`src/core/edc_pkg.sv`:
```
package edc_pkg;
  // clock rate of clk_sys in kHz
  localparam int unsigned CLK_KHZ = 20000;
  // printed times, in their own units
  localparam int unsigned POWERUP_US = 200;
  localparam int unsigned REFRESH_WINDOW_MS = 16;
  localparam int unsigned REFRESH_ROWS = 1024;
  localparam int unsigned SELF_ROW_US = 125;
  localparam int unsigned INIT_CYCLES = 8;
  // strobe timing minima in ns, self-refresh entry in us (no figures given, plain defaults)
  localparam int unsigned ROW_ACTIVE_NS = 100;
  localparam int unsigned ROW_PRECHARGE_NS = 100;
  localparam int unsigned COL_ACTIVE_NS = 50;
  localparam int unsigned ACCESS_NS = 100;
  localparam int unsigned SELF_ENTRY_US = 100;
  // derived cycle counts, least times rounded up
  localparam int unsigned POWERUP_CYC = POWERUP_US * (CLK_KHZ / 1000);
  localparam int unsigned REFRESH_CYC =
    (REFRESH_WINDOW_MS * CLK_KHZ) / REFRESH_ROWS;
  localparam int unsigned ROW_ACTIVE_CYC = (ROW_ACTIVE_NS * CLK_KHZ + 999999) / 1000000;
  localparam int unsigned ROW_PRECHARGE_CYC = (ROW_PRECHARGE_NS * CLK_KHZ + 999999) / 1000000;
  localparam int unsigned COL_ACTIVE_CYC = (COL_ACTIVE_NS * CLK_KHZ + 999999) / 1000000;
  localparam int unsigned ACCESS_CYC = (ACCESS_NS * CLK_KHZ + 999999) / 1000000;
  localparam int unsigned SELF_ENTRY_CYC = SELF_ENTRY_US * (CLK_KHZ / 1000);
  localparam int unsigned SELF_ROW_CYC = SELF_ROW_US * (CLK_KHZ / 1000);
  // widths
  localparam int unsigned ADDR_W = 10;
  localparam int unsigned DATA_W = 16;
  localparam int unsigned CNT_W = 16;
  // host request as it travels through the fifo
  typedef struct packed {
    logic write;
    logic [1:0] byte_en;
    logic [9:0] row;
    logic [9:0] col;
    logic [15:0] wdata;
  } edc_req_s;
  localparam int unsigned REQ_W = $bits(edc_req_s);
  // pin bundle driven to the memory
  typedef struct packed {
    logic row_strobe_n;
    logic lower_byte_strobe_n;
    logic upper_byte_strobe_n;
    logic write_strobe_n;
    logic out_enable_n;
    logic [9:0] addr;
  } edc_pins_s;
  localparam edc_pins_s PINS_IDLE = '{1'b1, 1'b1, 1'b1, 1'b1, 1'b1, 10'h000};
endpackage

```
`src/core/edc_fifo.sv`:
```
`timescale 1ns/1ps
`default_nettype none
// small synchronous fifo with valid/ready on both sides
module edc_fifo #(
  parameter int unsigned WIDTH = 8,
  parameter int unsigned DEPTH = 8
) (
  input wire logic clk_sys,
  input wire logic rst_n,
  input wire logic in_valid,
  output logic in_ready,
  input wire logic [WIDTH-1:0] in_data,
  output logic out_valid,
  input wire logic out_ready,
  output logic [WIDTH-1:0] out_data
);
  localparam int unsigned PW = $clog2(DEPTH);
  logic [WIDTH-1:0] mem [DEPTH];
  logic [PW-1:0] wr_ptr;
  logic [PW-1:0] rd_ptr;
  logic [PW:0] count;
  logic push;
  logic pop;
  assign in_ready = count != (PW+1)'(DEPTH);
  assign out_valid = count != '0;
  assign out_data = mem[rd_ptr];
  assign push = in_valid && in_ready;
  assign pop = out_valid && out_ready;
  // pointers and fill level
  always_ff @(posedge clk_sys or negedge rst_n) begin
    if (!rst_n) begin
      wr_ptr <= '0;
      rd_ptr <= '0;
      count <= '0;
    end else begin
      if (push) begin
        wr_ptr <= (wr_ptr == PW'(DEPTH - 1)) ? '0 : wr_ptr + 1'b1;
      end
      if (pop) begin
        rd_ptr <= (rd_ptr == PW'(DEPTH - 1)) ? '0 : rd_ptr + 1'b1;
      end
      count <= count + (PW+1)'(push) - (PW+1)'(pop);
    end
  end
  // storage, no reset needed
  always_ff @(posedge clk_sys) begin
    if (push) begin
      mem[wr_ptr] <= in_data;
    end
  end
endmodule
`default_nettype wire

```
`src/core/edc_ctrl.sv`:
```
// Operation
// - start with row low, respect row-active
// - precharge wait before next cycle
// - read at later of column, enable fall
// - write data valid before first fall (here driven in the same cycle as the byte strobes fall)
// - refresh all 1024 rows each 16 ms
// - hold a byte strobe low for it
// - self refresh: hold row low longer
// - leave self refresh, precharge held high
// - distributed refresh resumes without burst
// - other schemes burst all rows after
// - 200 us pause, eight init cycles
`timescale 1ns/1ps
`default_nettype none
module edc_ctrl #(
  parameter int unsigned FIFO_DEPTH = 8,
  parameter int unsigned POWERUP_CYCLES = edc_pkg::POWERUP_CYC,
  parameter int unsigned SELF_ENTRY_CYCLES = edc_pkg::SELF_ENTRY_CYC
) (
  input wire logic clk_sys,
  input wire logic rst_n,
  // request side
  input wire logic req_valid,
  output logic req_ready,
  input wire edc_pkg::edc_req_s req,
  output logic rsp_valid,
  output logic [15:0] rsp_data,
  // power-save request, level
  input wire logic self_refresh_req,
  output logic self_refresh_active,
  output logic init_done,
  // memory pins
  output logic row_strobe_n,
  output logic lower_byte_strobe_n,
  output logic upper_byte_strobe_n,
  output logic write_strobe_n,
  output logic out_enable_n,
  output logic [9:0] addr,
  input wire logic [15:0] dq_in,
  output logic [15:0] dq_out,
  output logic [1:0] dq_oe
);
  // one-hot state codes; any other code falls back to idle
  typedef enum logic [8:0] {
    ST_POWERUP = 9'b0_0000_0001,
    ST_IDLE = 9'b0_0000_0010,
    ST_ROW = 9'b0_0000_0100,
    ST_COL = 9'b0_0000_1000,
    ST_END = 9'b0_0001_0000,
    ST_PRE = 9'b0_0010_0000,
    ST_REF_COL = 9'b0_0100_0000,
    ST_REF_ROW = 9'b0_1000_0000,
    ST_SELF = 9'b1_0000_0000
  } edc_state_e;

  // whole controller state in one packed record
  typedef struct packed {
    edc_state_e state;
    logic [15:0] timer;          // generic wait counter
    logic [15:0] ref_timer;      // cycles to next due refresh
    logic [10:0] ref_owed;       // refreshes owed
    logic [3:0] init_cnt;        // init cycles done
    logic init_done;
    logic self_active;
    logic self_exit;             // leaving self refresh
    logic page_open;             // row held for page hit
    logic [9:0] open_row;
    edc_pkg::edc_req_s cur;
    edc_pkg::edc_pins_s pins;
    logic [15:0] dq_out;
    logic [1:0] dq_oe;
    logic rsp_valid;
    logic [15:0] rsp_data;
  } edc_ctl_s;

  // registered state and its next value
  edc_ctl_s r;
  edc_ctl_s next_r;

  // fifo read side
  logic fifo_valid;
  logic fifo_pop;
  edc_pkg::edc_req_s fifo_req;

  // fifo gives back-pressure to the request source
  edc_fifo #(.WIDTH(edc_pkg::REQ_W), .DEPTH(FIFO_DEPTH)) u_fifo (
    .clk_sys(clk_sys),
    .rst_n(rst_n),
    .in_valid(req_valid),
    .in_ready(req_ready),
    .in_data(req),
    .out_valid(fifo_valid),
    .out_ready(fifo_pop),
    .out_data(fifo_req)
  );

  // next-state logic
  always_comb begin
    next_r = r;
    fifo_pop = 1'b0;
    next_r.rsp_valid = 1'b0;
    if (r.timer != '0) begin
      next_r.timer = r.timer - 16'h0001;
    end
    // refresh interval tick; owed grows so no row is skipped
    if (r.ref_timer == '0) begin
      next_r.ref_timer = 16'(edc_pkg::REFRESH_CYC - 1);
      if (!r.self_active) begin
        next_r.ref_owed = r.ref_owed + 11'h001;
      end
    end else begin
      next_r.ref_timer = r.ref_timer - 16'h0001;
    end
    unique case (r.state)
      ST_POWERUP: begin
        // pause, then plain column-first cycles count as init
        if (r.timer == '0) begin
          next_r.state = ST_IDLE;
        end
      end
      ST_IDLE: begin
        // refresh and init outrank queued requests
        if (!r.init_done || r.ref_owed != '0 || self_refresh_req) begin
          // close an open page before any refresh
          if (r.page_open) begin
            next_r.state = ST_END;
          end else begin
            // column strobes first, no data driven
            next_r.pins = edc_pkg::PINS_IDLE;
            next_r.pins.lower_byte_strobe_n = 1'b0;
            next_r.pins.upper_byte_strobe_n = 1'b0;
            next_r.dq_oe = 2'b00;
            next_r.timer = 16'(edc_pkg::COL_ACTIVE_CYC);
            next_r.state = ST_REF_COL;
          end
        end else if (fifo_valid) begin
          fifo_pop = 1'b1;
          next_r.cur = fifo_req;
          if (r.page_open && fifo_req.row == r.open_row) begin
            // page hit: only a new column is needed
            next_r.state = ST_ROW;
            next_r.timer = '0;
          end else if (r.page_open) begin
            next_r.state = ST_END;
            next_r.page_open = 1'b0;
          end else begin
            next_r.pins.addr = fifo_req.row;
            next_r.pins.row_strobe_n = 1'b0;
            next_r.open_row = fifo_req.row;
            next_r.timer = 16'(edc_pkg::ROW_ACTIVE_CYC);
            next_r.state = ST_ROW;
          end
          // a missed page request waits in cur until the row reopens
          if (r.page_open && fifo_req.row != r.open_row) begin
            next_r.page_open = 1'b0;
          end
        end
      end
      ST_ROW: begin
        if (r.pins.row_strobe_n) begin
          // reopening after a page miss
          next_r.pins.addr = r.cur.row;
          next_r.pins.row_strobe_n = 1'b0;
          next_r.open_row = r.cur.row;
          next_r.timer = 16'(edc_pkg::ROW_ACTIVE_CYC);
        end else if (r.timer == '0) begin
          // row-active runs out before the column; as the row cannot
          // rise before this, the minimum row-low time is kept as well
          // column address, data and strobes set up together
          next_r.pins.addr = r.cur.col;
          next_r.pins.write_strobe_n = !r.cur.write;
          next_r.pins.out_enable_n = r.cur.write;
          next_r.dq_out = r.cur.wdata;
          next_r.dq_oe = r.cur.write ? r.cur.byte_en : 2'b00;
          next_r.pins.lower_byte_strobe_n = !r.cur.byte_en[0];
          next_r.pins.upper_byte_strobe_n = !r.cur.byte_en[1];
          next_r.timer = 16'(edc_pkg::ACCESS_CYC);
          next_r.state = ST_COL;
        end
      end
      ST_COL: begin
        // sample once every access delay has run out
        if (r.timer == '0) begin
          next_r.rsp_valid = !r.cur.write;
          next_r.rsp_data = dq_in;
          // trade: quicker page hits against a row held low longer
          // byte strobes rise, row stays low for page mode
          next_r.pins.lower_byte_strobe_n = 1'b1;
          next_r.pins.upper_byte_strobe_n = 1'b1;
          next_r.pins.write_strobe_n = 1'b1;
          next_r.dq_oe = 2'b00;
          next_r.page_open = 1'b1;
          next_r.state = ST_IDLE;
        end
      end
      ST_END: begin
        // a page miss passes here too, the new request waits in cur
        // row may rise only after row-active has run out
        if (r.timer == '0) begin
          next_r.pins = edc_pkg::PINS_IDLE;
          next_r.dq_oe = 2'b00;
          next_r.page_open = 1'b0;
          next_r.timer = 16'(edc_pkg::ROW_PRECHARGE_CYC);
          next_r.state = ST_PRE;
        end
      end
      ST_PRE: begin
        // a page miss reopens the new row, anything else idles
        if (r.timer == '0) begin
          next_r.state = (r.cur.row != r.open_row) ? ST_ROW : ST_IDLE;
          if (r.cur.row == r.open_row || r.self_exit) begin
            next_r.state = ST_IDLE;
          end
          next_r.self_exit = 1'b0;
        end
      end
      ST_REF_COL: begin
        if (r.timer == '0) begin
          next_r.pins.row_strobe_n = 1'b0;
          next_r.timer = 16'(edc_pkg::ROW_ACTIVE_CYC);
          next_r.state = ST_REF_ROW;
          if (!r.init_done) begin
            next_r.init_cnt = r.init_cnt + 4'h1;
            next_r.init_done = (r.init_cnt == 4'(edc_pkg::INIT_CYCLES - 1));
          end
          // from next_r, so a tick in this same cycle is not lost
          if (next_r.ref_owed != '0) begin
            next_r.ref_owed = next_r.ref_owed - 11'h001;
          end
        end
      end
      ST_REF_ROW: begin
        if (r.timer == '0) begin
          // self refresh only once the init cycles are through
          if (self_refresh_req && r.init_done) begin
            // keep row low past the entry time
            next_r.timer = 16'(SELF_ENTRY_CYCLES);
            next_r.state = ST_SELF;
          end else begin
            next_r.cur.row = r.open_row;
            next_r.state = ST_END;
          end
        end
      end
      ST_SELF: begin
        // an early exit simply closes the refresh row
        if (r.timer == '0) begin
          next_r.self_active = 1'b1;
        end
        if (!self_refresh_req) begin
          // distributed refresh: owed count restarts at zero
          next_r.self_active = 1'b0;
          next_r.self_exit = 1'b1;
          next_r.ref_owed = '0;
          next_r.cur.row = r.open_row;
          next_r.state = ST_END;
          next_r.timer = '0;
        end
      end
      default: begin
        next_r.state = ST_IDLE;
      end
    endcase
  end

  // state register
  // reset loads constants only, so the pins start idle
  always_ff @(posedge clk_sys or negedge rst_n) begin
    if (!rst_n) begin
      r <= '0;
      r.state <= ST_POWERUP;
      r.timer <= 16'(POWERUP_CYCLES);
      r.pins <= edc_pkg::PINS_IDLE;
    end else begin
      r <= next_r;
    end
  end

  // every pin comes straight from the state flops
  assign row_strobe_n = r.pins.row_strobe_n;
  assign lower_byte_strobe_n = r.pins.lower_byte_strobe_n;
  assign upper_byte_strobe_n = r.pins.upper_byte_strobe_n;
  assign write_strobe_n = r.pins.write_strobe_n;
  assign out_enable_n = r.pins.out_enable_n;
  assign addr = r.pins.addr;
  assign dq_out = r.dq_out;
  assign dq_oe = r.dq_oe;
  assign rsp_valid = r.rsp_valid;
  assign rsp_data = r.rsp_data;
  assign self_refresh_active = r.self_active;
  assign init_done = r.init_done;
endmodule
`default_nettype wire

```
`config.mk`:
```
export PLATFORM = sky130hd
export DESIGN_NAME = edc_ctrl
export DESIGN_NICKNAME = d
export VERILOG_FILES = /design/src/core/edc_pkg.sv /design/src/core/edc_fifo.sv /design/src/core/edc_ctrl.sv
export SDC_FILE = /design/constraint.sdc
export NUM_CORES = 1
export LEC_CHECK = 0
export BUFFER_PORTS_ARGS = -buffer_cell sky130_fd_sc_hd__clkbuf_2
export CORE_MARGIN = 2
export CORE_UTILIZATION = 60
export DETAILED_ROUTE_END_ITERATION = 8
export PLACE_DENSITY = 0.78
export SLEW_MARGIN = 20
export SYNTH_ARGS = -nofsm -noshare
export SYNTH_HDL_FRONTEND = slang
export SYNTH_SLANG_ARGS = --single-unit
```
`constraint.sdc`:
```
create_clock -name clk_sys -period 5.86 [get_ports clk_sys]
set_input_delay 1.172 -clock clk_sys [delete_from_list [all_inputs] [get_ports clk_sys]]
set_output_delay 1.172 -clock clk_sys [all_outputs]
set_load 0.01 [all_outputs]
```
==> tab_implementation.tex <==
\begin{tabular}{lr}
\hline
Metric & Value \\
\hline
\multicolumn{2}{l}{\textbf{GRT}} \\
\quad Number of antenna violations at the first check in global routing & 0 \\
\quad Number of global-route vias before repair & about 12000 \\
\quad Global router's overall resource usage & a little over a quarter \\
\quad Global-route wire length before repair & roughly 72000 µm \\
\quad Pin count of the biggest net entering global routing & around 100 \\
\quad Overflow left after global routing & 0 \\
\multicolumn{2}{l}{\textbf{STA}} \\
\quad Worst max-slew margin expressed relative to the limit & 35.0\% \\
\quad Setup TNS & 0 ps \\
\quad Final setup violating endpoints & 0 \\
\quad Highest achievable clock rate & roughly 270 MHz \\
\quad Final clock skew & between 20 and 25 ps \\
\quad Setup repair after global routing missed its margin & no \\
\quad Worst slew pin tran & roughly 1000 ps \\
\quad Number of max-slew violations in the final report & 0 \\
\quad Final hold slack & between 400 and 500 ps \\
\quad Post-route minimum period & between 3000 and 4000 ps \\
\quad Final hold viol count & 0 \\
\quad Final worst-path cycle share & 62.6\% \\
\multicolumn{2}{l}{\textbf{Route}} \\
\quad Drt pass-1 iters & 6 \\
\quad Number of violations reported at the end of detailed-routing iteration 0 & 1221 \\
\quad Number of routed nets with antenna violations & 0 \\
\quad DRC violation count after routing & 0 \\
\quad Aggregate routed wire length & roughly 46000 µm \\
\quad Via count & 12500 \\
\quad WL/cell & $\sim$23 µm \\
\quad Vias per Instance & between 6 and 7 \\
\multicolumn{2}{l}{\textbf{Setup path}} \\
\quad Reg-to-reg endpoint & u\_fifo.count[2] \\
\quad Top fanout value on the critical path & 28 \\
\quad Crit. End Element & flip-flop \\
\quad RR Startpoint & r[155] \\
\quad WP data arrival & slightly above 4000 ps \\
\quad Worst path required time & between 6000 and 7000 ps \\
\quad FF-to-FF path depth & 10 \\
\quad Setup Crit Path Kind & reg -> reg \\
\quad CP startpoint kind & flip-flop \\
\quad Slack of the worst reg-to-reg path & roughly 2200 ps \\
\multicolumn{2}{l}{\textbf{Power and ir drop}} \\
\quad Static power due to leakage & about 8.7 nW \\
\quad Maximum resistive drop on vdd & between 0.2 and 0.3 mV \\
\quad PwrDens & 336 nW/µm² \\
\multicolumn{2}{l}{\textbf{Floorplan}} \\
\quad Total I/O pin count & approximately 110 \\
\quad DIE WIDTH & around 190 µm \\
\quad Chip Height & roughly 190 µm \\
\quad Die outline area & approximately 36000 µm² \\
\quad Number of placement rows & 68 \\
\quad Area of the core region & $\sim$34000 µm² \\
\quad Initial core utilization & between 60\% and 70\% \\
\multicolumn{2}{l}{\textbf{Hold path}} \\
\quad Worst min-delay path startpoint & r[106] \\
\quad Endpoint with the worst hold slack & r[106] \\
\quad Worst Hold Class & reg -> reg \\
\quad Hold path depth & 1 \\
\multicolumn{2}{l}{\textbf{Final layout}} \\
\quad Final Instance Area & between 20000 and 25000 µm² \\
\quad Antenna cell count & 0 \\
\quad Share of cells above drive strength 1 & 24.0\% \\
\quad NumNets Final & 1574 \\
\quad Most frequent cells in the layout & sky130\_fd\_sc\_hd\_\_edfxtp\_1 (312), sky130\_fd\_sc\_hd\_\_dfrtp\_1 (154), sky130\_fd\_sc\_hd\_\_nand2\_1 (149), sky130\_fd\_sc\_hd\_\_nor2\_1 (110), sky130\_fd\_sc\_hd\_\_clkbuf\_2 (110) \\
\quad Commonest non-fill, non-tap cell in the layout & sky130\_fd\_sc\_hd\_\_edfxtp\_1 \\
\quad Count of filler cells inserted in the layout & about 2300 \\
\quad Area overhead of the layout relative to synthesis & 11.1\% \\
\multicolumn{2}{l}{\textbf{Logic synthesis}} \\
\quad Number of warning messages in the yosys log & 0 \\
\quad Post-synth EDFFs & roughly 310 \\
\quad Synthesized area & 20800 µm² \\
\quad Most frequently used flop master after synthesis & sky130\_fd\_sc\_hd\_\_edfxtp\_1 \\
\quad Post-synthesis sequential area ratio & 65.4\% \\
\quad Count of distinct cell types in the synthesized netlist & 86 \\
\quad Post-synth ARST share & between 30\% and 40\% \\
\quad Gate Count Post-Synth & 1421 \\
\quad Synth Register Bits & 481 \\
\quad Syn Nets & about 1500 \\
\quad Avg Inst Size Synth & around 15 µm² \\
\multicolumn{2}{l}{\textbf{Clock tree}} \\
\quad Clock buffers created by TritonCTS & 48 \\
\quad CTS tree & yes \\
\quad Latest clock arrival within the worst-skew pair & between 500 and 600 ps \\
\quad Number of sinks driven by the clock tree & about 480 \\
\quad Clk Tree Root Cell & sky130\_fd\_sc\_hd\_\_clkbuf\_16 \\
\quad Hold-fix buffer count after cts & 0 \\
\quad Clk slew on worst S/H paths & approximately 60 ps \\
\quad Maximum clock insertion buffer count & 3 \\
\quad Number of buffers added for setup after CTS & 0 \\
\quad Gates resized, CTS repair & 0 \\
\quad H-tree depth & 2 \\
\multicolumn{2}{l}{\textbf{Job}} \\
\quad Max-cap viol count & 0 \\
\multicolumn{2}{l}{\textbf{Status}} \\
\quad Outcome & complete, no violations \\
\multicolumn{2}{l}{\textbf{Placement}} \\
\quad Post-place instance area & between 20000 and 25000 µm² \\
\quad RD Place Congestion & roughly 0.9 \\
\quad HPWL Detailed & $\sim$27000 µm \\
\quad Number of input and output port buffers inserted & 111 \\
\hline
\end{tabular}
-- how the worst max path moves through the flow --
stage                     depth (start not counted)          endpoint              from  slack, ps
after detailed placement                         11   u_fifo.count[2]  self_refresh_req       2060
final                                            10   u_fifo.count[2]            r[155]       2190
after floorplan                                   2  u_fifo.mem[0][0]         req_valid        250
after global routing                             10   u_fifo.count[2]            r[155]       1950
after global placement                           11   u_fifo.count[1]  self_refresh_req       2220
after CTS                                        10   u_fifo.count[2]            r[155]       2240
-- report_power, final --
group	switching [mW]	leakage [nW]	internal, mW
Sequential	0.108	4.99	4.00
Combinational	0.423	2.97	0.207
Clock	1.27	0.783	1.78
Total	1.80	8.74	5.98
-- through the flow --
stage | worst slack (ps) | util (%) | instances | total power [mW]
2_1_floorplan | 247 | - | 1421 | 4.52
5_1_grt | 1950 | 67.3 | 1991 | 8.05
3_5_place_dp | 2060 | 62.6 | 1901 | 4.80
4_1_cts | 2240 | 67.3 | 1991 | 7.84
3_3_place_gp | 2220 | 62.6 | 1900 | 4.75
6_report | 2190 | 67.3 | 1991 | 7.78
-- sequential cells by signal, indices dropped and copies added, names as in the netlist --
name / cells
init_done: 1
u_fifo.wr_ptr: 3
rsp_data: 16
upper_byte_strobe_n: 1
lower_byte_strobe_n: 1
u_fifo.rd_ptr: 3
row_strobe_n: 1
u_fifo.count: 4
rsp_valid: 1
write_strobe_n: 1
self_refresh_active: 1
addr: 10
r: 107
out_enable_n: 1
dq_oe: 2
u_fifo.mem: 312
dq_out: 16
-- synth_stat cells, types with 4 or more instances --
cell type / instances / area share [%]
sky130_fd_sc_hd__nand3_1: 21 / 0.51
sky130_fd_sc_hd__nor4_1: 6 / 0.18
sky130_fd_sc_hd__nor4b_1: 6 / 0.25
sky130_fd_sc_hd__o21ai_1: 6 / 0.14
sky130_fd_sc_hd__a221oi_1: 10 / 0.42
sky130_fd_sc_hd__mux4_2: 74 / 8.0
sky130_fd_sc_hd__inv_1: 26 / 0.47
sky130_fd_sc_hd__o41ai_1: 4 / 0.17
sky130_fd_sc_hd__xnor2_1: 39 / 1.6
sky130_fd_sc_hd__or4_1: 8 / 0.29
sky130_fd_sc_hd__a211oi_1: 4 / 0.14
sky130_fd_sc_hd__nand2_1: 149 / 2.7
sky130_fd_sc_hd__clkbuf_1: 35 / 0.63
sky130_fd_sc_hd__and4_1: 4 / 0.17
sky130_fd_sc_hd__and3_1: 4 / 0.12
sky130_fd_sc_hd__o21ai_0: 51 / 1.2
sky130_fd_sc_hd__mux2_2: 38 / 2.1
sky130_fd_sc_hd__dfstp_2: 12 / 1.5
sky130_fd_sc_hd__or3_1: 9 / 0.27
sky130_fd_sc_hd__nor2b_1: 5 / 0.15
sky130_fd_sc_hd__nor3_1: 30 / 0.72
sky130_fd_sc_hd__buf_1: 5 / 0.090
sky130_fd_sc_hd__mux2i_2: 4 / 0.26
sky130_fd_sc_hd__buf_4: 46 / 1.7
sky130_fd_sc_hd__a32o_1: 4 / 0.19
sky130_fd_sc_hd__ha_1: 18 / 1.1
sky130_fd_sc_hd__a21oi_1: 18 / 0.43
sky130_fd_sc_hd__nor2_1: 114 / 2.1
sky130_fd_sc_hd__o21a_1: 5 / 0.18
sky130_fd_sc_hd__a31oi_1: 32 / 0.96
sky130_fd_sc_hd__edfxtp_1: 312 / 45
sky130_fd_sc_hd__dfrtp_1: 157 / 19
sky130_fd_sc_hd__a21o_1: 8 / 0.29
sky130_fd_sc_hd__buf_2: 18 / 0.43
sky130_fd_sc_hd__xor2_1: 18 / 0.76
sky130_fd_sc_hd__nand4_1: 15 / 0.45
sky130_fd_sc_hd__o31ai_1: 4 / 0.14
sky130_fd_sc_hd__mux2i_1: 27 / 1.3
-- critical path, cell delays in order (launching register included) --
cell and delay, ps:
sky130_fd_sc_hd__dfrtp_1 430, sky130_fd_sc_hd__nor3_1 780, sky130_fd_sc_hd__and3_1 400, sky130_fd_sc_hd__nand3_1 280
sky130_fd_sc_hd__inv_2 510, sky130_fd_sc_hd__ha_1 330, sky130_fd_sc_hd__inv_1 50, sky130_fd_sc_hd__ha_1 150
sky130_fd_sc_hd__inv_1 60, sky130_fd_sc_hd__fa_1 410, sky130_fd_sc_hd__xnor2_1 130
-- cells by family after synthesis --
group | synth area share, %
XOR/XNOR | 2.40
multiplexers | 12.0
flip-flops | 65.4
adder cells (fa/ha/maj) | 1.18
AND/OR/NAND/NOR | 9.59
AO/OA/AOI/OAI | 5.96
buffers and inverters | 3.47
-- layer usage --
| layer | global-route usage, % | up-vias | share of wire, % |
|---|---|---|---|
| met5 | 0 | - | 0 |
| met4 | 9.48 | 0 | 3.0 |
| met3 | 5.19 | 100 | 7.6 |
| met2 | 42.9 | 596 | 49 |
| met1 | 34.9 | 6298 | 40 |
| li1 | - | 5489 | - |
-- final cells by class --
type / instances / area [µm²] / share of cell area (%)
clock buffer: 67 / 1380 / 5.95
clock inverter: 23 / 216 / 0.936
inverter: 28 / 105 / 0.454
multi-input combinational: 806 / 6530 / 28.2
sequential: 481 / 13600 / 58.9
tap: 455 / 569 / 2.46
timing repair buffer: 131 / 712 / 3.08
Note: power is estimated with default switching activity, not from simulation.
